[src/pkg/spmr_map.svh]
// register offsets, field positions, reset values and timing counts of the phy management bank
`ifndef SPMR_MAP_SVH
`define SPMR_MAP_SVH

`define SPMR_ADDR_MASK       9'h041
`define SPMR_ADDR_TRIG       9'h042
`define SPMR_ADDR_MANUAL     9'h044
`define SPMR_ADDR_LOOPBACK   9'h061
`define SPMR_ADDR_FORCE_DATA 9'h064
`define SPMR_ADDR_FORCE_REF  9'h065
`define SPMR_ADDR_DATA_LOCK  9'h066
`define SPMR_ADDR_REF_LOCK   9'h067
`define SPMR_ADDR_CHAN_SEL   9'h080
`define SPMR_ADDR_PCS_CLR    9'h081
`define SPMR_ADDR_PCS_FLAGS  9'h082
`define SPMR_ADDR_PCS_COUNTS 9'h083

`define SPMR_TRIG_TX_BIT     0
`define SPMR_TRIG_RX_BIT     1
`define SPMR_MAN_TX_DIG_BIT  1
`define SPMR_MAN_RX_ANA_BIT  2
`define SPMR_MAN_RX_DIG_BIT  3
`define SPMR_CLR_ERRBLK_BIT  2
`define SPMR_CLR_RATE_BIT    3
`define SPMR_CNT_STICKY_HI   14
`define SPMR_CNT_STICKY_LOCK 15

`define SPMR_MASK_RESET      32'hFFFF_FFFF
`define SPMR_ZERO32          32'h0000_0000

// length of each automatic reset pulse in management clock cycles
`define SPMR_RESET_PULSE_CYC 8'h10

`endif

[src/pkg/spmr_pkg.sv]
// types shared by the phy management register bank
package spmr_pkg;

    // reset sequencer phases
    typedef enum logic [1:0] {
        SPMR_SEQ_IDLE = 2'b00,
        SPMR_SEQ_TX   = 2'b01,
        SPMR_SEQ_RX   = 2'b10
    } spmr_seq_t;

    // per-channel pcs status as seen by the bank
    typedef struct packed {
        logic       link_up;
        logic       high_error_rate_flag;
        logic       block_lock;
        logic       tx_fifo_full;
        logic       rx_fifo_full;
        logic       sync_head_error;
        logic       descramble_error;
        logic       rx_data_ready;
        logic [5:0] error_rate_tally;
        logic [7:0] errored_blocks;
    } spmr_pcs_stat_t;

endpackage

[src/verilog/spmr_regs.sv]
// phy management register bank: reset control, loopback, cdr lock and indirect pcs status
`timescale 1ns/1ps
`include "spmr_map.svh"
module spmr_regs #(
    parameter int NUM_CH = 4
) (
    input  wire logic                              clock,
    input  wire logic                              sys_rst,
    input  wire logic [8:0]                        mgmt_addr,
    input  wire logic [31:0]                       mgmt_writedata,
    input  wire logic                              mgmt_write,
    input  wire logic                              mgmt_read,
    output logic      [31:0]                       mgmt_readdata,
    output logic                                   mgmt_waitrequest,
    input  wire logic [NUM_CH-1:0]                 cdr_data_locked_in,
    input  wire logic [NUM_CH-1:0]                 cdr_ref_locked_in,
    input  wire spmr_pkg::spmr_pcs_stat_t [NUM_CH-1:0] pcs_stat_in,
    output logic      [NUM_CH-1:0]                 tx_digital_reset,
    output logic      [NUM_CH-1:0]                 rx_digital_reset,
    output logic      [NUM_CH-1:0]                 rx_analog_reset,
    output logic      [NUM_CH-1:0]                 serial_loopback,
    output logic      [NUM_CH-1:0]                 force_lock_data,
    output logic      [NUM_CH-1:0]                 force_lock_ref,
    output logic      [NUM_CH-1:0]                 clear_errored_block_counter,
    output logic      [NUM_CH-1:0]                 clear_error_rate_counter,
    output logic                                   tx_ready,
    output logic                                   rx_ready
);

    // refuse widths the registers cannot hold
    if (NUM_CH < 1 || NUM_CH > 32) begin : g_bad_num_ch
        $error("spmr_regs: NUM_CH must be 1 to 32");
    end

    // one select bit even for one channel
    localparam int SELW = (NUM_CH > 1) ? $clog2(NUM_CH) : 1;

    // decoded strobes; the port answers in one cycle, and a request is taken on its first edge with waitrequest low
    logic                        wr_mask, wr_trig, wr_man, wr_loop, wr_fdata, wr_fref;
    logic                        wr_sel, wr_clr, rd_counts, accept;
    logic                        clr_blk_bit, clr_rate_bit;

    // stored fields
    logic [31:0]                 mask_r;
    logic [2:0]                  man_r;
    logic [NUM_CH-1:0]           loop_r, fdata_r, fref_r;
    logic [SELW-1:0]             sel_r;

    // sequencer
    logic [NUM_CH-1:0]           sticky_hi_r, sticky_lock_r;
    logic                        pend_tx_r, pend_rx_r;
    spmr_pkg::spmr_seq_t         seq_r;
    logic [7:0]                  seq_cnt_r;
    logic [NUM_CH-1:0]           seq_tx_rst_r, seq_rx_rst_r;

    // read path
    logic [NUM_CH-1:0]           chmask;
    spmr_pkg::spmr_pcs_stat_t    cur_stat;
    logic [31:0]                 rd_nxt;

    assign chmask  = mask_r[NUM_CH-1:0];
    assign cur_stat = pcs_stat_in[sel_r];

    // waitrequest is raised for the cycle after an accepted access so each one gets a slot
    assign accept  = (mgmt_write || mgmt_read) && !mgmt_waitrequest;
    assign wr_mask  = accept && mgmt_write && mgmt_addr == `SPMR_ADDR_MASK;
    assign wr_trig  = accept && mgmt_write && mgmt_addr == `SPMR_ADDR_TRIG;
    assign wr_man   = accept && mgmt_write && mgmt_addr == `SPMR_ADDR_MANUAL;
    assign wr_loop  = accept && mgmt_write && mgmt_addr == `SPMR_ADDR_LOOPBACK;
    assign wr_fdata = accept && mgmt_write && mgmt_addr == `SPMR_ADDR_FORCE_DATA;
    assign wr_fref  = accept && mgmt_write && mgmt_addr == `SPMR_ADDR_FORCE_REF;
    assign wr_sel   = accept && mgmt_write && mgmt_addr == `SPMR_ADDR_CHAN_SEL;
    assign wr_clr   = accept && mgmt_write && mgmt_addr == `SPMR_ADDR_PCS_CLR;
    assign rd_counts = accept && mgmt_read && mgmt_addr == `SPMR_ADDR_PCS_COUNTS;

    // clear request bits
    assign clr_blk_bit  = mgmt_writedata[`SPMR_CLR_ERRBLK_BIT];
    assign clr_rate_bit = mgmt_writedata[`SPMR_CLR_RATE_BIT];

    // handshake: one wait cycle after every accepted access
    // low in reset: no stall after release
    always_ff @(posedge clock) begin
        if (sys_rst) begin
            mgmt_waitrequest <= 1'b0;
        end else begin
            mgmt_waitrequest <= accept;
        end
    end

    // channel reset mask, all channels enabled out of reset
    always_ff @(posedge clock) begin
        if (sys_rst) begin
            mask_r <= `SPMR_MASK_RESET;
        end else if (wr_mask) begin
            mask_r <= mgmt_writedata;
        end
    end

    // manual reset fields; reserved bits are simply not stored
    always_ff @(posedge clock) begin
        if (sys_rst) begin
            man_r <= 3'b000;
        end else if (wr_man) begin
            man_r[0] <= mgmt_writedata[`SPMR_MAN_TX_DIG_BIT];
            man_r[1] <= mgmt_writedata[`SPMR_MAN_RX_ANA_BIT];
            man_r[2] <= mgmt_writedata[`SPMR_MAN_RX_DIG_BIT];
        end
    end

    // pma channel controls
    always_ff @(posedge clock) begin
        if (sys_rst) begin
            loop_r  <= '0;
            fdata_r <= '0;
            fref_r  <= '0;
        end else begin
            if (wr_loop) begin
                loop_r <= mgmt_writedata[NUM_CH-1:0];
            end
            if (wr_fdata) begin
                fdata_r <= mgmt_writedata[NUM_CH-1:0];
            end
            if (wr_fref) begin
                fref_r <= mgmt_writedata[NUM_CH-1:0];
            end
        end
    end

    // indirect channel select; out-of-range numbers keep the old channel
    // write-only: software must track it
    always_ff @(posedge clock) begin
        if (sys_rst) begin
            sel_r <= '0;
        end else if (wr_sel && mgmt_writedata < NUM_CH) begin
            sel_r <= mgmt_writedata[SELW-1:0];
        end
    end

    // trigger requests latch until the sequencer takes them, so the bits self-clear
    // a trigger during a pulse waits for idle
    always_ff @(posedge clock) begin
        if (sys_rst) begin
            pend_tx_r <= 1'b0;
            pend_rx_r <= 1'b0;
        end else begin
            if (wr_trig && mgmt_writedata[`SPMR_TRIG_TX_BIT]) begin
                pend_tx_r <= 1'b1;
            end else if (seq_r == spmr_pkg::SPMR_SEQ_IDLE) begin
                pend_tx_r <= 1'b0;
            end
            if (wr_trig && mgmt_writedata[`SPMR_TRIG_RX_BIT]) begin
                pend_rx_r <= 1'b1;
            end else if (seq_r == spmr_pkg::SPMR_SEQ_IDLE && !pend_tx_r) begin
                pend_rx_r <= 1'b0;
            end
        end
    end

    // reset sequencer: tx pulse then rx pulse after reset, single pulses on trigger
    // ready bits stay low through their pulse
    always_ff @(posedge clock) begin
        if (sys_rst) begin
            seq_r        <= spmr_pkg::SPMR_SEQ_TX;
            seq_cnt_r    <= `SPMR_RESET_PULSE_CYC;
            seq_tx_rst_r <= '1;
            seq_rx_rst_r <= '1;
            tx_ready     <= 1'b0;
            rx_ready     <= 1'b0;
        end else begin
            case (seq_r)
                spmr_pkg::SPMR_SEQ_IDLE: begin
                    // tx first when both were asked, rx follows from the held request
                    if (pend_tx_r) begin
                        seq_r        <= spmr_pkg::SPMR_SEQ_TX;
                        seq_cnt_r    <= `SPMR_RESET_PULSE_CYC;
                        seq_tx_rst_r <= chmask;
                        tx_ready     <= 1'b0;
                    end else if (pend_rx_r) begin
                        seq_r        <= spmr_pkg::SPMR_SEQ_RX;
                        seq_cnt_r    <= `SPMR_RESET_PULSE_CYC;
                        seq_rx_rst_r <= chmask;
                        rx_ready     <= 1'b0;
                    end
                end
                spmr_pkg::SPMR_SEQ_TX: begin
                    if (seq_cnt_r == 8'h01) begin
                        seq_tx_rst_r <= '0;
                        tx_ready     <= 1'b1;
                        seq_r        <= (seq_rx_rst_r != '0) ? spmr_pkg::SPMR_SEQ_RX
                                                             : spmr_pkg::SPMR_SEQ_IDLE;
                        seq_cnt_r    <= `SPMR_RESET_PULSE_CYC;
                    end else begin
                        seq_cnt_r <= seq_cnt_r - 8'h01;
                    end
                end
                spmr_pkg::SPMR_SEQ_RX: begin
                    if (seq_cnt_r == 8'h01) begin
                        seq_rx_rst_r <= '0;
                        rx_ready     <= 1'b1;
                        seq_r        <= spmr_pkg::SPMR_SEQ_IDLE;
                    end else begin
                        seq_cnt_r <= seq_cnt_r - 8'h01;
                    end
                end
                default: begin
                    seq_r <= spmr_pkg::SPMR_SEQ_IDLE;
                end
            endcase
        end
    end

    // reset outputs: sequencer pulses or manual holds, gated by the channel mask
    // mask applied live to manual holds; sequencer pulses take it when the trigger starts them
    always_ff @(posedge clock) begin
        if (sys_rst) begin
            tx_digital_reset <= '1;
            rx_digital_reset <= '1;
            rx_analog_reset  <= '1;
        end else begin
            tx_digital_reset <= seq_tx_rst_r | ({NUM_CH{man_r[0]}} & chmask);
            rx_analog_reset  <= {NUM_CH{man_r[1]}} & chmask;
            rx_digital_reset <= seq_rx_rst_r | ({NUM_CH{man_r[2]}} & chmask);
        end
    end

    // registered pma controls and one-cycle pcs clear strobes to the selected channel
    always_ff @(posedge clock) begin
        if (sys_rst) begin
            serial_loopback             <= '0;
            force_lock_data             <= '0;
            force_lock_ref              <= '0;
            clear_errored_block_counter <= '0;
            clear_error_rate_counter    <= '0;
        end else begin
            serial_loopback             <= loop_r;
            force_lock_data             <= fdata_r;
            force_lock_ref              <= fref_r;
            clear_errored_block_counter <= '0;
            clear_error_rate_counter    <= '0;
            if (wr_clr) begin
                clear_errored_block_counter[sel_r] <= clr_blk_bit;
                clear_error_rate_counter[sel_r]    <= clr_rate_bit;
            end
        end
    end

    // sticky flags per channel; a new event in the read cycle wins over the clear
    // clear reaches the selected channel only
    genvar g;
    generate
        for (g = 0; g < NUM_CH; g++) begin : g_sticky
            always_ff @(posedge clock) begin
                if (sys_rst) begin
                    sticky_hi_r[g]   <= 1'b0;
                    sticky_lock_r[g] <= 1'b0;
                end else begin
                    if (pcs_stat_in[g].high_error_rate_flag) begin
                        sticky_hi_r[g] <= 1'b1;
                    end else if (rd_counts && sel_r == g) begin
                        sticky_hi_r[g] <= 1'b0;
                    end
                    if (pcs_stat_in[g].block_lock) begin
                        sticky_lock_r[g] <= 1'b1;
                    end else if (rd_counts && sel_r == g) begin
                        sticky_lock_r[g] <= 1'b0;
                    end
                end
            end
        end
    endgenerate

    // read mux; write-only and unmapped words read zero
    always_comb begin
        rd_nxt = `SPMR_ZERO32;
        case (mgmt_addr)
            `SPMR_ADDR_MASK:       rd_nxt = mask_r;
            `SPMR_ADDR_TRIG:       rd_nxt = {30'h0, rx_ready, tx_ready};
            `SPMR_ADDR_MANUAL:     rd_nxt = {28'h0, man_r, 1'b0};
            `SPMR_ADDR_LOOPBACK:   rd_nxt[NUM_CH-1:0] = loop_r;
            `SPMR_ADDR_FORCE_DATA: rd_nxt[NUM_CH-1:0] = fdata_r;
            `SPMR_ADDR_FORCE_REF:  rd_nxt[NUM_CH-1:0] = fref_r;
            `SPMR_ADDR_DATA_LOCK:  rd_nxt[NUM_CH-1:0] = cdr_data_locked_in;
            `SPMR_ADDR_REF_LOCK:   rd_nxt[NUM_CH-1:0] = cdr_ref_locked_in;
            `SPMR_ADDR_CHAN_SEL:   rd_nxt = `SPMR_ZERO32;
            `SPMR_ADDR_PCS_FLAGS: begin
                rd_nxt[0] = cur_stat.link_up;
                rd_nxt[1] = cur_stat.high_error_rate_flag;
                rd_nxt[2] = cur_stat.block_lock;
                rd_nxt[3] = cur_stat.tx_fifo_full;
                rd_nxt[4] = cur_stat.rx_fifo_full;
                rd_nxt[5] = cur_stat.sync_head_error;
                rd_nxt[6] = cur_stat.descramble_error;
                rd_nxt[7] = cur_stat.rx_data_ready;
            end
            `SPMR_ADDR_PCS_COUNTS: begin
                rd_nxt[5:0]  = cur_stat.error_rate_tally;
                rd_nxt[13:6] = cur_stat.errored_blocks;
                rd_nxt[`SPMR_CNT_STICKY_HI]   = sticky_hi_r[sel_r];
                rd_nxt[`SPMR_CNT_STICKY_LOCK] = sticky_lock_r[sel_r];
            end
            default: rd_nxt = `SPMR_ZERO32;
        endcase
    end

    // read data registered on the accepting edge, held until the next read
    // holding the word keeps the bus quiet
    always_ff @(posedge clock) begin
        if (sys_rst) begin
            mgmt_readdata <= `SPMR_ZERO32;
        end else if (accept && mgmt_read) begin
            mgmt_readdata <= rd_nxt;
        end
    end

endmodule
[config.mk]
export PLATFORM = sky130hd
export DESIGN_NAME = spmr_regs
export DESIGN_NICKNAME = d
export VERILOG_FILES = /design/src/pkg/spmr_pkg.sv /design/src/verilog/spmr_regs.sv
export VERILOG_INCLUDE_DIRS = /design/src /design/src/pkg
export SDC_FILE = /design/constraint.sdc
export NUM_CORES = 1
export LEC_CHECK = 0
export ABC_CLOCK_PERIOD_IN_PS = 2800
export BUFFER_PORTS_ARGS = -buffer_cell sky130_fd_sc_hd__buf_2
export CAP_MARGIN = 20
export CORE_MARGIN = 3
export CORE_UTILIZATION = 51
export CTS_CLUSTER_SIZE = 40
export DETAILED_ROUTE_END_ITERATION = 8
export PLACE_DENSITY = 0.77
export SYNTH_ARGS = -nofsm -noshare
export SYNTH_HDL_FRONTEND = slang
export SYNTH_SLANG_ARGS = --single-unit
[constraint.sdc]
create_clock -name clock -period 2.8 [get_ports clock]
set_clock_uncertainty 0.15 [all_clocks]
set_input_delay 0.56 -clock clock [delete_from_list [all_inputs] [get_ports clock]]
set_output_delay 0.56 -clock clock [all_outputs]
set_load 0.005 [all_outputs]
==> results of run 1 <==
[where the power goes]
| group | switching (mW) | total (mW) | internal [mW] |
|---|---|---|---|
| sequential | 0.0895 | 2.27 | 2.18 |
| clock | 0.840 | 2.31 | 1.46 |
| combinational | 0.470 | 0.853 | 0.383 |
| total | 1.40 | 5.43 | 4.03 |
[logic make-up after synthesis]
group	count (synthesis)
xor gates and xnor gates	6
and+or+nand+nor	307
muxes	51
buffers and inverters	53
DFF	144
adders and majority gates	6
AOI/OAI and AO/OA	110
[tightest hold or removal path: stages]
cell and delay, ns:
buf_2 0.09, a21oi_1 0.03, nor2_1 0.07
[per-stage QoR]
stage                     hold WS [ns]  area (um2)
after global placement          0.2614        7627
after global routing            0.2234        8239
final                           0.2079        8239
after floorplan                 0.2457        6370
after detailed placement        0.2702        7627
after CTS                       0.2020        8234
[per-layer routing]
metal	up-vias	share of wire, %
met5	-	0
met4	0	2.8
met3	43	6.7
met2	245	50
met1	2853	40
li1	2830	-
[synthesized netlist by cell type, drive strengths merged, types with 4 or more instances]
cell    count
nor3b       6
nand4       5
a21oi      26
ha          6
nor2       75
nand3       8
buf        13
mux2i      23
xor2        5
a221o       5
nand2b      5
dfxtp     144
o21ai      19
a211o       4
nor3       14
nand2     112
nand3b     37
a21o        5
inv         9
nor2b      20
a22oi      29
mux4       27
clkbuf     31
nor4       11
[worst paths after layout]
| check | to | cells after the start | from | slack (ns) |
|---|---|---|---|---|
| setup / recovery | seq_cnt_r[4]$_SDFFE_PP1P_ | 6 | seq_r[0]$_SDFFE_PP1P_ | 0.45 |
| setup reg to reg | seq_cnt_r[4]$_SDFFE_PP1P_ | 6 | seq_r[0]$_SDFFE_PP1P_ | 0.45 |
| hold reg to reg | tx_digital_reset[2]$_SDFF_PP1_ | 2 | seq_tx_rst_r[2]$_SDFFE_PP1P_ | 0.28 |
| hold / removal | sticky_lock_r[3]$_SDFFE_PP0P_ | 3 | pcs_stat_in[85] | 0.21 |
[layout make-up]
type / count / area, um2
clock inverter: 9 / 132.6
timing repair buffer: 226 / 1219
tap: 168 / 210.2
inverter: 9 / 33.78
sequential: 144 / 2884
fill: 953 / 3872
clock buffer: 22 / 474.2
multi-input combinational: 480 / 3281
antenna: 2 / 5.005
==> results.cfg, run 1 <==
[synthesis]
yosysUniqueCellTypes = 57
synth_mux_area_share_pct = 13.34
syn_avg_cell_area_um2 = 9.409
synth_xor_xnor_area_share_pct = 0.8250
synth_top_family_by_area = simple AND/OR/NAND/NOR gates
synth_area_mm2 = 0.006370
ys_warn_count = 0
synth_ff_type = dfxtp_1
synthArstFlopShare_pct = 0
synth-compound-area-share_pct = 11.77
ys_ff_latch = 144
synth-simple-area-share_pct = 24.32
yosysSeqAreaShare_pct = 45.26
synthAdderAreaFrac_pct = 1.179
syn_nets = 824
synth_area_leaders = dfxtp_1 45%, mux4_2 9.5%, nand2_1 6.6%, nor2_1 4.4%, nand3b_1 4.4%
synth-edff-count = 0
synth_top_area_share_pct = 45.26
synthDominantAreaCellType = dfxtp_1
syn_inst = 677

[critical_path]
critPathTopFamily = compound AO/OA/AOI/OAI gates
end_kind = flip-flop
worst-setup-path-type = flip-flop to flip-flop
slowest_delay_ns = 0.52
crit_fanout = 9
required_ns = 2.95
cp_slowest_cell = a211oi_2
cp.arrival_ns = 2.50
startpoint_type = flip-flop
path_cells = inv_1 -> ha_1 -> nor3b_1 -> a211oi_2 -> o21ai_0 -> a221o_1
crit_buf_inv = 1

[timing]
tns_ns = 0
worstMarginPinSlew_ns = 0.7351
period_share_pct = 83.93
setup_slack_ns = 0.4499
max_freq_mhz = 425.5
rsz0062_at_grt = false
finalCriticalPeriod_ns = 2.350
hold_viol = 0
relSlewSlack_pct = 50.54
setup_violations = 0
slew_violations = 0

[placed_design]
dp_cells = 1027
io_buffers = 207
gp_congestion = 0.9040
hpwl_um = 13690
place_ws_ns = 0.1498

[floorplan]
die-area_mm2 = 0.01387
die_h_um = 117.8
rows = 40
core_mm2 = 0.01211
die_w_um = 117.8
start_util_pct = 52.59
io_pins = 208

[job]
drv_cap = 0

[grt]
grt_first_pass_wirelength_um = 29950
grt_remaining_overflow = 0
globalRouteMet2Util_pct = 46.25
grt.busiest_layer = met2
grt_max_degree = 52
grt.total_usage_pct = 26.53
antenna_found_initial = 2
met3_usage_pct = 6.391
met1_usage_pct = 31.07
grt_pass1_vias = 6105

[outcome]
status = completed

[pwr]
p_leak_nw = 3.630
pwr_density_cell_mw_per_mm2 = 659.2
ir_drop_uv = 424.6
p_total_mw = 5.431

[final_layout]
fin_nets = 1025
instances_no_fill = 1060
layout_common_cells = 206 x buf_2, 143 x dfxtp_1, 112 x nand2_1, 74 x nor2_1, 37 x nand3b_1
final_common_cell = buf_2
area_growth_pct = 29.35
final_util_pct = 68.03
reg.largest.list = mask_r: 32 flops, mgmt_readdata: 32 flops, seq_cnt_r: 8 flops
drive_above_1_share_pct = 33.26

[routing]
num_vias = 5971
drt_drc_violations_left = 0
dr.pass1.iters = 5
drtIter0Drc = 456
wl_um = 18380
viasPerCell = 5.633
post_drt_wl_per_cell_um = 17.34
ant_nets = 0

[clock_tree]
cts-root-buf = clkbuf_16
post_cts_buffers = 0
cts.sinks = 144
clk_pin_slew_worst_paths_ns = 0.06
cts.repair.resized = 0
ctsHtreeMaxLevel = 4
cts_tree = yes
cts_buffers = 17
clk_latency_ns = 0.42
clockBufferDepth = 2
holdBufCountCts = 0

[worst_hold_path]
hp-class = input port to flip-flop
Power figures use the tool's default switching activity.
==> inputs of run 2 (changes only) <==
- ABC_AREA: default -> 1
- ABC_CLOCK_PERIOD_IN_PS: 2800 -> 2000
- CORE_UTILIZATION: 51 -> 47
- PLACE_DENSITY: 0.77 -> 0.74
- clock period: 2.8 -> 2 ns (I/O delays scaled with it)
==> run 2 against run 1 <==
Compared with the run above: cell count up 26%; design area is 5.4% higher; critical path depth up 3; highest routed layer unchanged; sequential cell count unchanged; register-to-register slack got worse by 0.26 ns; global-route usage is 0.74 points lower; sequential power rose by 41%; synthesized area rose by 5.9%; combinational power increased by 75%.
==> results.cfg, run 2 <==
[synthesis]
yosysUniqueCellTypes = 44
synth_ff_type = dfxtp_1
yosysMostFrequentCell = nand2_1
synthDominantAreaCellType = dfxtp_1
synth-edff-count = 0
yosysSeqAreaShare_pct = 42.75
ys_warn_count = 0
synth_area_leaders = dfxtp_1 43%, nand2_1 13%, nand3_1 6.8%, nor2_1 5.2%, a21oi_1 5.0%
synth.top_cells.by_count = 236 x nand2_1, 144 x dfxtp_1, 93 x nor2_1, 92 x nand3_1, 76 x inv_1
syn_nets = 1081
synth_area_mm2 = 0.006744
synthArstFlopShare_pct = 0
syn_avg_cell_area_um2 = 7.221
ys_ff_latch = 144
syn_inst = 934
synth_top_area_share_pct = 42.75

[timing]
worstMarginPinSlew_ns = 0.4835
relSlewSlack_pct = 67.63
slew_violations = 0
setup_violations = 0
tns_ns = 0
rsz0062_at_grt = false
setup_slack_ns = 0.1888
hold_viol = 0
max_freq_mhz = 552.1
period_share_pct = 90.56
finalCriticalPeriod_ns = 1.811

[final_layout]
seqCellArea_mm2 = 0.002884
reg.largest.list = mask_r: 32 flops, mgmt_readdata: 32 flops, seq_cnt_r: 8 flops
final_util_pct = 62.31
final.fill_count = 1298
layout_common_cells = 236 x nand2_1, 207 x buf_2, 143 x dfxtp_1, 92 x nand3_1, 92 x nor2_1
multi_input_area_mm2 = 0.003264
drive_above_1_share_pct = 28.14
fin_nets = 1289
final_common_cell = nand2_1
area_growth_pct = 28.76

[placed_design]
place_ws_ns = 0.01230
hpwl_um = 15420
gp_congestion = 0.9636
io_buffers = 207

[grt]
grt_remaining_overflow = 0
grt_pass1_vias = 6570
grt_max_degree = 37
antenna_found_initial = 2
grt_first_pass_wirelength_um = 32780
grt.total_usage_pct = 25.79

[floorplan]
die_h_um = 125.8
start_util_pct = 48.40
die_w_um = 125.8
die-area_mm2 = 0.01582
core_mm2 = 0.01393
rows = 43
io_pins = 208

[clock_tree]
cts-root-buf = clkbuf_16
cts_buffers = 17
cts.sinks = 144
clk_pin_slew_worst_paths_ns = 0.06
cts_tree = yes
clockBufferDepth = 2
clk_latency_ns = 0.42
ctsHtreeMaxLevel = 4

[routing]
drtIter0Drc = 550
viasPerCell = 5.220
drt_drc_violations_left = 0
num_vias = 6979
dr.pass1.iters = 5
wl_um = 20510
post_drt_wl_per_cell_um = 15.34
ant_nets = 0

[critical_path]
crit_fanout = 5
path_depth = 9
cp.arrival_ns = 1.97
worst-setup-path-type = flip-flop to flip-flop
path_cells = inv_1 -> ha_1 -> inv_1 -> buf_4 -> nor2_1 -> inv_1 -> o211ai_1 -> a21oi_1 -> o21ai_0
worstRegToRegCells = 9
required_ns = 2.16
startpoint_type = flip-flop
critPathMostFrequentCell = inv_1
slowest_delay_ns = 0.35
end_kind = flip-flop
critPathTopFamily = compound AO/OA/AOI/OAI gates
crit_buf_inv = 4
cp_slowest_cell = dfxtp_1

[outcome]
status = completed

[pwr]
p_total_mw = 8.060
pwr_density_cell_mw_per_mm2 = 928.2
ir_drop_uv = 731.6
p_leak_nw = 4.235

[job]
drv_cap = 0

[worst_hold_path]
hp-class = input port to flip-flop
holdPathStages = 3
==> run 2: stage by stage <==
stage               area [um2]  hold WS [ns]  instances
floorplan                 6744        0.2588        934
global placement          8033        0.2747       1303
detailed placement        8033        0.2802       1303
CTS                       8667       0.06817       1335
global route              8683       0.08245       1337
finish                    8683       0.08407       1337
==> run 2: final timing paths <==
check,startpoint,slack (ns),endpoint
setup / recovery,seq_r[0]$_SDFFE_PP1P_,0.19,seq_tx_rst_r[3]$_SDFFE_PP1P_
hold / removal,mgmt_writedata[5],0.08,mask_r[5]$_SDFFE_PP1P_
setup reg to reg,seq_r[0]$_SDFFE_PP1P_,0.19,seq_tx_rst_r[3]$_SDFFE_PP1P_
hold reg to reg,seq_tx_rst_r[3]$_SDFFE_PP1P_,0.29,tx_digital_reset[3]$_SDFF_PP1_
==> run 2: power by group <==
part	total, mW	leakage (nW)	internal (mW)	switching (mW)
logic	1.49	2.75	0.567	0.918
registers	3.20	1.17	3.08	0.117
clock network	3.38	0.310	2.15	1.23
==> run 2: layout make-up <==
| class | instances | share of cell area [%] |
|---|---|---|
| clock inverters | 13 | 2.089 |
| diodes | 2 | 0.05764 |
| well taps | 180 | 2.594 |
| clock buffers | 19 | 5.216 |
| flip-flops and latches | 144 | 33.21 |
| repair buffers | 235 | 15.22 |
| multi-input cells | 655 | 37.59 |
| inverters | 89 | 4.020 |
==> run 2: logic make-up (layout without fill, tap and decap cells) <==
group	Yosys count	in the layout	share of synthesized area (%)
AO/OA/AOI/OAI	162	162	14.77
XOR/XNOR	2	2	0.2598
adder cells (fa/ha/maj)	6	6	1.113
buffers and inverters	135	356	8.961
flip-flops	144	144	42.75
other	0	2	0
AND/OR/NAND/NOR	485	485	32.15
==> run 2: what timing repair did <==
item | 4_1_cts | 5_1_grt
gates resized for setup | 0 | 4
hold buffers | 0 | 0
setup buffers | 0 | 0
setup endpoints to repair | 0 | 7
==> run 2: routing by layer <==
layer / up-vias / track usage, % / routed length, um
met5: - / 0 / 0
met4: 0 / 10.73 / 579
li1: 3516 / - / -
met3: 38 / 5.471 / 1265
met1: 3179 / 31.37 / 8616
met2: 246 / 44.40 / 10050
==> run 2: worst reg2reg max path: cells and delay by family, from the launching register on <==
kind / cells / cell delay, ns
flip-flops: 1 / 0.35
AO/OA/AOI/OAI: 3 / 0.49
buffers and inverters: 4 / 0.43
AND/OR/NAND/NOR: 1 / 0.04
adder cells (fa/ha/maj): 1 / 0.23
